===== config.mk =====
export PLATFORM = sky130hd
export DESIGN_NAME = otps_seq
export DESIGN_NICKNAME = d
export VERILOG_FILES = /design/src/otps_pkg.sv /design/src/otps_seq.sv
export VERILOG_INCLUDE_DIRS = /design/src
export SDC_FILE = /design/constraint.sdc
export NUM_CORES = 1
export LEC_CHECK = 0
export BUFFER_PORTS_ARGS = -buffer_cell sky130_fd_sc_hd__clkbuf_2
export CAP_MARGIN = 0
export CORE_MARGIN = 10
export CORE_UTILIZATION = 45
export CTS_BUF_LIST = sky130_fd_sc_hd__clkbuf_8
export DETAILED_ROUTE_END_ITERATION = 12
export GPL_TIMING_DRIVEN = 0
export PLACE_DENSITY = 0.66
export RECOVER_POWER = 100
export SLEW_MARGIN = 20
export SYNTH_ARGS = -nofsm -noshare
export SYNTH_HDL_FRONTEND = slang
export SYNTH_SLANG_ARGS = --single-unit

===== constraint.sdc =====
create_clock -name clock -period 4.89 [get_ports clock]
set_input_delay 0.489 -clock clock [delete_from_list [all_inputs] [get_ports clock]]
set_output_delay 0.489 -clock clock [all_outputs]
set_load 0.01 [all_outputs]

===== src/otps_defs.svh =====
// constants for the program/verify mode sequencer
`ifndef OTPS_DEFS_SVH
`define OTPS_DEFS_SVH
`define OTPS_PC_W        12
`define OTPS_PC_FUSE     12'hfff
`define OTPS_PC_USER0    12'h000
`define OTPS_TOP_SMALL   12'h1ff
`define OTPS_TOP_LARGE   12'h3ff
`define OTPS_CMD_W       6
`define OTPS_CMD_LOAD    6'h02
`define OTPS_CMD_READ    6'h04
`define OTPS_CMD_INCR    6'h06
`define OTPS_DATA_BITS   16
`define OTPS_WORD_W      14
`define OTPS_GAP_NS      1000
`define OTPS_CLK_NS      5
`define OTPS_GAP_CYC     ((`OTPS_GAP_NS + `OTPS_CLK_NS - 1) / `OTPS_CLK_NS)
`endif


===== src/otps_pkg.sv =====
// types for the program/verify mode sequencer
package otps_pkg;
  typedef enum logic [1:0] {
    OTPS_OFF  = 2'b00,
    OTPS_CMD  = 2'b01,
    OTPS_LOAD = 2'b10,
    OTPS_READ = 2'b11
  } otps_state_t;
endpackage : otps_pkg


===== src/otps_seq.sv =====
// device side of the serial program/verify mode sequencer
`timescale 1ns/1ps
`include "otps_defs.svh"

// Behaviour
// - both straps low while clear rises: enter
// - first address after entry is fuse location
// - one increment moves fuse to address zero
// - increments step through user memory to top
// - past top, special area selected, no wrap
// - programmer clocks; data pin carries both ways
// - six command bits, lsb first, falling edge
// - data word 16 clocks, start/stop, lsb first
module otps_seq #(
  parameter bit LARGE = 1'b0
) (
  // clock and reset
  input  wire logic                      clock,
  input  wire logic                      nrst,
  // programming pins
  input  wire logic                      master_clear_pin,
  input  wire logic                      entry_strap_low_a,
  input  wire logic                      entry_strap_low_b,
  input  wire logic                      serial_clock_pin,
  input  wire logic                      serial_data_pin_i,
  output logic                           serial_data_pin_o,
  output logic                           serial_data_pin_oe,
  // memory array side
  output logic                           prog_mode,
  output logic [`OTPS_PC_W-1:0]          pc,
  output logic                           special_sel,
  output logic [`OTPS_WORD_W-1:0]        load_word,
  output logic                           load_stb,
  input  wire logic [`OTPS_WORD_W-1:0]   read_word
);
  localparam logic [`OTPS_PC_W-1:0] TOP = LARGE ? `OTPS_TOP_LARGE : `OTPS_TOP_SMALL;

  // two-flop synchronisers for all pins
  logic [1:0] master_clear_pin_s, sa_s, sb_s, sck_s, sd_s;
  logic       sck_d1;
  always_ff @(posedge clock or negedge nrst) begin
    if (!nrst) begin
      master_clear_pin_s <= 2'b00;
      sa_s   <= 2'b00;
      sb_s   <= 2'b00;
      sck_s  <= 2'b00;
      sd_s   <= 2'b00;
      sck_d1 <= 1'b0;
    end else begin
      master_clear_pin_s <= {master_clear_pin_s[0], master_clear_pin};
      sa_s   <= {sa_s[0], entry_strap_low_a};
      sb_s   <= {sb_s[0], entry_strap_low_b};
      sck_s  <= {sck_s[0], serial_clock_pin};
      sd_s   <= {sd_s[0], serial_data_pin_i};
      sck_d1 <= sck_s[1];
    end
  end

  logic master_clear_pin_d1;
  always_ff @(posedge clock or negedge nrst) begin
    if (!nrst) master_clear_pin_d1 <= 1'b0;
    else       master_clear_pin_d1 <= master_clear_pin_s[1];
  end

  // entry needs a rising clear with both straps low; a clear already high
  // at power-up still enters if the straps are low, since the synchroniser resets low and sees it rise
  wire entry = master_clear_pin_s[1] && !master_clear_pin_d1 && !sa_s[1] && !sb_s[1];
  wire fall  = sck_d1 && !sck_s[1];
  wire rise  = !sck_d1 && sck_s[1];

  otps_pkg::otps_state_t st_q;
  logic [4:0]            bit_q;
  logic [15:0]           sh_q;
  logic [`OTPS_PC_W-1:0] pc_q;
  logic                  spec_q;

  // command word as it stands at the sixth falling edge, lsb shifted in first
  function automatic logic [`OTPS_CMD_W-1:0] cmd_code(input logic b, input logic [15:0] sh);
    cmd_code = {b, sh[15:11]};
  endfunction : cmd_code

  // mode, command and data framing
  always_ff @(posedge clock or negedge nrst) begin
    if (!nrst) begin
      st_q      <= otps_pkg::OTPS_OFF;
      bit_q     <= 5'h00;
      sh_q      <= 16'h0000;
      load_stb  <= 1'b0;
      load_word <= '0;
    end else begin
      load_stb <= 1'b0;
      if (!master_clear_pin_s[1]) begin
        st_q <= otps_pkg::OTPS_OFF;
      end else if (entry) begin
        st_q  <= otps_pkg::OTPS_CMD;
        bit_q <= 5'h00;
      end else begin
        case (st_q)
          otps_pkg::OTPS_CMD: if (fall) begin
            sh_q  <= {sd_s[1], sh_q[15:1]};
            bit_q <= bit_q + 5'h01;
            if (bit_q == 5'(`OTPS_CMD_W - 1)) begin
              bit_q <= 5'h00;
              case (cmd_code(sd_s[1], sh_q))
                `OTPS_CMD_LOAD: st_q <= otps_pkg::OTPS_LOAD;
                `OTPS_CMD_READ: begin
                  st_q <= otps_pkg::OTPS_READ;
                  sh_q <= {1'b0, read_word, 1'b0};
                end
                default: st_q <= otps_pkg::OTPS_CMD;
              endcase
            end
          end
          otps_pkg::OTPS_LOAD: if (fall) begin
            sh_q  <= {sd_s[1], sh_q[15:1]};
            bit_q <= bit_q + 5'h01;
            if (bit_q == 5'(`OTPS_DATA_BITS - 1)) begin
              bit_q     <= 5'h00;
              st_q      <= otps_pkg::OTPS_CMD;
              load_word <= sh_q[15:2];
              load_stb  <= 1'b1;
            end
          end
          otps_pkg::OTPS_READ: if (fall) begin
            sh_q  <= {1'b0, sh_q[15:1]};
            bit_q <= bit_q + 5'h01;
            if (bit_q == 5'(`OTPS_DATA_BITS - 1)) begin
              bit_q <= 5'h00;
              st_q  <= otps_pkg::OTPS_CMD;
            end
          end
          default: st_q <= otps_pkg::OTPS_OFF;
        endcase
      end
    end
  end

  wire incr_cmd = (st_q == otps_pkg::OTPS_CMD) && fall &&
                  (bit_q == 5'(`OTPS_CMD_W - 1)) &&
                  (cmd_code(sd_s[1], sh_q) == `OTPS_CMD_INCR);

  // program counter
  // pc keeps counting past top; special area is a separate select so that
  // the user range never wraps back onto address zero
  always_ff @(posedge clock or negedge nrst) begin
    if (!nrst) begin
      pc_q   <= `OTPS_PC_FUSE;
      spec_q <= 1'b0;
    end else if (!master_clear_pin_s[1] || entry) begin
      pc_q   <= `OTPS_PC_FUSE;
      spec_q <= 1'b0;
    end else if (incr_cmd) begin
      pc_q <= pc_q + 12'h001;
      if (pc_q == TOP) spec_q <= 1'b1;
    end
  end

  // data pin driven only between read start and stop
  // next bit leaves on the rise, so the programmer sees it settled at the fall
  always_ff @(posedge clock or negedge nrst) begin
    if (!nrst) begin
      serial_data_pin_o  <= 1'b0;
      serial_data_pin_oe <= 1'b0;
    end else begin
      if (rise) serial_data_pin_o <= sh_q[0];
      serial_data_pin_oe <= (st_q == otps_pkg::OTPS_READ) && master_clear_pin_s[1];
    end
  end

  always_ff @(posedge clock or negedge nrst) begin
    if (!nrst) begin
      prog_mode   <= 1'b0;
      pc          <= `OTPS_PC_FUSE;
      special_sel <= 1'b0;
    end else begin
      prog_mode   <= (st_q != otps_pkg::OTPS_OFF);
      pc          <= pc_q;
      special_sel <= spec_q;
    end
  end

  a_entry_fuse: assert property (@(posedge clock) disable iff (!nrst)
    entry |=> (pc_q == `OTPS_PC_FUSE) && !spec_q)
    else $error("entry did not select fuse");
  a_incr_zero: assert property (@(posedge clock) disable iff (!nrst)
    incr_cmd && pc_q == `OTPS_PC_FUSE && master_clear_pin_s[1] && !entry |=> pc_q == `OTPS_PC_USER0)
    else $error("fuse increment not zero");
  a_top_special: assert property (@(posedge clock) disable iff (!nrst)
    incr_cmd && pc_q == TOP && master_clear_pin_s[1] && !entry |=> spec_q)
    else $error("special area not selected");
  a_entry_mode: assert property (@(posedge clock) disable iff (!nrst)
    entry |=> st_q == otps_pkg::OTPS_CMD)
    else $error("mode not entered");
  a_oe_read: assert property (@(posedge clock) disable iff (!nrst)
    serial_data_pin_oe |-> $past(st_q) == otps_pkg::OTPS_READ)
    else $error("pin driven outside read");
  a_stb_pulse: assert property (@(posedge clock) disable iff (!nrst)
    load_stb |=> !load_stb)
    else $error("load strobe longer than one cycle");
  a_pc_hold: assert property (@(posedge clock) disable iff (!nrst)
    master_clear_pin_s[1] && !entry && !incr_cmd |=> pc_q == $past(pc_q))
    else $error("pc moved without increment");
  a_oe_mode: assert property (@(posedge clock) disable iff (!nrst)
    serial_data_pin_oe |-> prog_mode)
    else $error("pin driven outside program mode");
endmodule : otps_seq


# Yosys cells after proc, flatten, opt, wreduce, memory -nomap -nowiden
# Index checks and enable logic that the tools add are counted.
# op_classes
add_sub_neg	2
reduce_logical	27
mux	30
eq_ne	18
n_bitwise	1
# ops
op	count
$mux 16	5
$pmux 16 s3	1
$mux 5	5
$mux 12	2
$add 12x1->12 const B	1
$eq 12x9->1 const B	1
$eq 6x3->1 const B	2
$mux 2	6
$pmux 5 s2	1
$logic_and 1x1->1	9
$mux 1	8
$ne 4x2->1 const B	2
$ne 4x4->1 const B	2
$pmux 2 s2	2
$reduce_and 4->1	2
$eq 6x2->1 const B	1
$logic_not 1->1	6
$ne 2x2->1 const B	3
$reduce_and 6->1	1
$reduce_bool 2->1	3
$reduce_bool 3->1	2
$add 5x1->5 const B	1
$eq 5x3->1 const B	1
$eq 5x4->1 const B	1
other kinds (9)	10
# word_totals
output_inout_bits	31
word_cells	97
reg_bits	79

# Logic depth before layout (Yosys ltp)
# logic_depth
word_depth	7
ltp_mapped	8
depth_no_buf	8

# Worst setup path before layout
# No wires, ideal clock.
# synth_timing
path_type	register to register
from	register sh_q[11]
to	register pc_q[8]
setup_ns	0.064
n_path_buf	2
arrival_ns	2.132
stages_incl_launch_ff	7
synth_period_minus_slack_ns	2.196
path_slack_ns	2.694
cell_sequence	dfrtp_1 -> or4_1 -> buf_2 -> or4_4 -> buf_6 -> or4_1 -> nand3_1
# synth_via
elab_chain_cells	3
# synth_lines
element	line_no	text
start: declaration	otps_seq.sv:73	logic [15:0] sh_q;
start signal: assignment	otps_seq.sv:100	sh_q <= {sd_s[1], sh_q[15:1]};
start signal: assignment	otps_seq.sv:108	sh_q <= {1'b0, read_word, 1'b0};
start signal: assignment	otps_seq.sv:115	sh_q <= {sd_s[1], sh_q[15:1]};
$eq 6x3->1 (no line)	-	
$logic_and 1x1->1	otps_seq.sv:138	wire incr_cmd = (st_q == otps_pkg::OTPS_CMD) && fall &&
$reduce_bool 2->1 (no line)	-	
end signal: assignment	otps_seq.sv:147	pc_q <= `OTPS_PC_FUSE;
end signal: assignment	otps_seq.sv:150	pc_q <= `OTPS_PC_FUSE;
end signal: assignment	otps_seq.sv:153	pc_q <= pc_q + 12'h001;
end: declaration	otps_seq.sv:74	logic [`OTPS_PC_W-1:0] pc_q;
# No other way between the ends.
# A chain may end at the register's enable or synchronous reset.

# Final worst setup path
# layout_timing
from	register sh_q[11]
to	register sh_q[7]
# layout_via
elab_chain_cells	5
# layout_lines
element	line_no	text
$eq 6x3->1	otps_seq.sv:104	case (cmd_code(sd_s[1], sh_q))
$mux 16	otps_seq.sv:104	
$mux 16	otps_seq.sv:102	if (bit_q == 5'(`OTPS_CMD_W - 1)) begin
$mux 16	otps_seq.sv:99	otps_pkg::OTPS_CMD: if (fall) begin
$pmux 16 s3	otps_seq.sv:98	case (st_q)
# No other way between the ends. The select of a mux whose other input is x is not followed.

==> flow_metrics.env <==
export IMPL_status="finished, violations left"
export IMPL_violations="capacitance limit, slew limit"
export IMPL_cts_hold_buf=0
export IMPL_synth_seq_cells=79
export IMPL_yosys_warnings=0
export IMPL_clockRootBuffer="clkbuf_8"
export IMPL_grt_pass1_wl_mm=11.0
export IMPL_place_congestion=0.749
export IMPL_synthSimpleGateAreaFrac_pct=15.0
export IMPL_hold_viol_final=0
export IMPL_cp_start_kind="flop"
export IMPL_initial_core_util_pct=46.8
export IMPL_post_route_period_util_pct=63.9
export IMPL_syn_to_final_growth_pct=17.0
export IMPL_vias=2248
export IMPL_clock_skew_ps=7.18
export IMPL_worst_slew_pin_slew_ps=1530
export IMPL_die_x_um=105
export IMPL_setup_tns_final_ps=0
export IMPL_slew_violations=28
export IMPL_coreArea_mm2=0.00691
export IMPL_cts_max_level=3
export IMPL_max_freq_ghz=0.320
export IMPL_synth_edff_count=0
export IMPL_synth_compound_area_share_pct=9.06
export IMPL_criticalPathCategory="reg2reg"
export IMPL_pin_count=52
export IMPL_dp_cells=416
export IMPL_dieArea_mm2=0.0110
export IMPL_ant_nets=0
export IMPL_stdcell_count=432
export IMPL_first_pass_iters=4
export IMPL_synth_xor_area_share_pct=0.813
export IMPL_synth_fp_nets=294
export IMPL_post_synth_num_cell_types=40
export IMPL_drive_above_1_share_pct=18.5
export IMPL_grt_ovfl_total=0
export IMPL_critical_path_endpoint_type="flop"
export IMPL_arrival_ps=3330
export IMPL_remaining_drc_errors=0
export IMPL_ir_drop_mv=0.261
export IMPL_hold_path_class="in2reg"
export IMPL_cts_resized=0
export IMPL_critPathRequiredTime_ps=5100
export IMPL_dp_hpwl_mm=4.65
export IMPL_placement_io_buffers=51
export IMPL_fin_nets=357
export IMPL_synth_fa_ha_area_share_pct=1.93
export IMPL_routed_via_density=5.20
export IMPL_crit_fanout=10
export IMPL_drt_iter0_drc=146
export IMPL_placementRows=30
export IMPL_antenna_found_initial=0
export IMPL_post_cts_buffers=0
export IMPL_numCtsBuffers=9
export IMPL_grt_pass1_vias=2307
export IMPL_placed_cell_area_mm2=0.00364
export IMPL_finalPower_mw=1.27
export IMPL_synth_area_mm2=0.00323
export IMPL_avgSynthCellArea_um2=12.1
export IMPL_grt_max_degree=53
export IMPL_path_clk_slew_ps=80
export IMPL_setup_viol=0
export IMPL_final_common_cell="dfrtp_1"
export IMPL_ys_seq_area_share_pct=62.1
export IMPL_grt_setup_unrepaired="no"
export IMPL_p_per_area_mw_per_mm2=335
export IMPL_min_period_ps=3120
export IMPL_synth_top_family_by_area="simple AND/OR/NAND/NOR gates"
export IMPL_ys_flop_type="dfrtp_1"
export IMPL_syn_inst=268
export IMPL_die_y_um=105
export IMPL_cap_violations=1
export IMPL_cts_tree="built"
export IMPL_insertion_delay_ps=350
export IMPL_ys_async_sr_fraction_pct=100
export IMPL_n_antenna_cell=0
export IMPL_finalInstanceArea_mm2=0.00378
export IMPL_grt_util_all_layers_pct=12.1
export IMPL_layout_common_cells="55 x dfrtp_1, 44 x clkbuf_1, 22 x a21oi_1"
export IMPL_post_drt_wl_per_cell_um=14.9
export IMPL_numClockSinks=79
export IMPL_fillCellCount=632
export IMPL_p_leak_nw=1.62
export IMPL_synthMuxAreaShare_pct=8.01
export IMPL_drt_wl_total_mm=6.43
export IMPL_cts_buffer_depth=2
export IMPL_slew_headroom_pct=-1.80
## registers in the layout, indices dropped and copies added (netlist names), 2 cells and up
| name | cells |
|---|---|
| bit_q | 5 |
| load_word | 14 |
| master_clear_pin_s | 2 |
| pc | 12 |
| pc_q | 12 |
| sa_s | 2 |
| sb_s | 2 |
| sck_s | 2 |
| sd_s | 2 |
| sh_q | 16 |
| st_q | 2 |
## layout make-up
cell class                 instances  area [um^2]  share of cell area (%)
buffer                            12         45.0                    1.19
tap                               96          120                    3.18
clock inverter                     6         77.6                    2.05
inverter                          11         41.3                    1.09
timing repair buffer              52          243                    6.42
multi-input combinational        166         1110                    29.4
sequential                        79         2010                    53.1
clock buffer                      10          138                    3.64
## critical path, cell delays in order, from the launching register on
cell      delay (ps)
dfrtp_1          420
or4_1            530
clkbuf_1         170
nor4_1           970
clkbuf_1         540
mux2i_1          260
a21oi_1           90
## synth_stat cells (4+ instances only)
cell / n / share of area (%)
dfrtp_1: 55 / 43
dfstp_2: 24 / 20
a21oi_1: 22 / 3.4
nand2_1: 16 / 1.9
mux2_2: 15 / 5.2
nor2_1: 14 / 1.6
nand3_1: 12 / 1.9
inv_1: 11 / 1.3
mux2i_1: 9 / 2.8
o21ai_0: 9 / 1.4
clkbuf_1: 8 / 0.93
a31oi_1: 6 / 1.2
o31ai_1: 6 / 1.4
or4_1: 6 / 1.4
and3_1: 5 / 0.97
ha_1: 5 / 1.9
or3_1: 4 / 0.77
## cell families (layout without fill, tap and decap cells)
| family | Yosys count | count (layout) |
|---|---|---|
| fa+ha+maj | 5 | 5 |
| flops | 79 | 79 |
| mux | 24 | 24 |
| compound gates | 50 | 50 |
| buf+inv | 23 | 91 |
| simple gates | 84 | 84 |
| xor+xnor | 3 | 3 |
## report_power, final
part | total (mW) | switching (mW) | internal (mW)
Sequential | 0.688 | 0.0164 | 0.671
Combinational | 0.0610 | 0.0371 | 0.0239
Clock | 0.519 | 0.223 | 0.296
## layer usage
metal	up-vias	wire, um	GRT usage [%]
met5	-	0	0
met4	0	136	5.69
met3	15	455	4.48
met2	57	2980	19.0
met1	1084	2860	14.4
li1	1092	-	-
## final timing paths
| path | start | end | slack, ps | depth (start not counted) |
|---|---|---|---|---|
| worst max-delay path | sh_q[11] | sh_q[7] | 1770 | 6 |
| worst min-delay path | entry_strap_low_a | sa_s[0] | 240 | 1 |
| worst max register to register | sh_q[11] | sh_q[7] | 1770 | 6 |
| worst min register to register | sd_s[0] | sd_s[1] | 350 | 0 |
| max in group asynchronous | nrst | pc_q[3] | 3420 | 2 |
| min in group asynchronous | nrst | bit_q[3] | 500 | 1 |
## per-stage QoR
step,hold WS [ps],setup WS (ps),utilization (%)
after floorplan,193,2690,-
after global placement,332,2160,52.2
after detailed placement,340,2150,52.7
after CTS,90.1,2130,55.8
after global routing,223,1520,54.7
final,239,1770,54.7
Power figures use the tool's default switching activity.
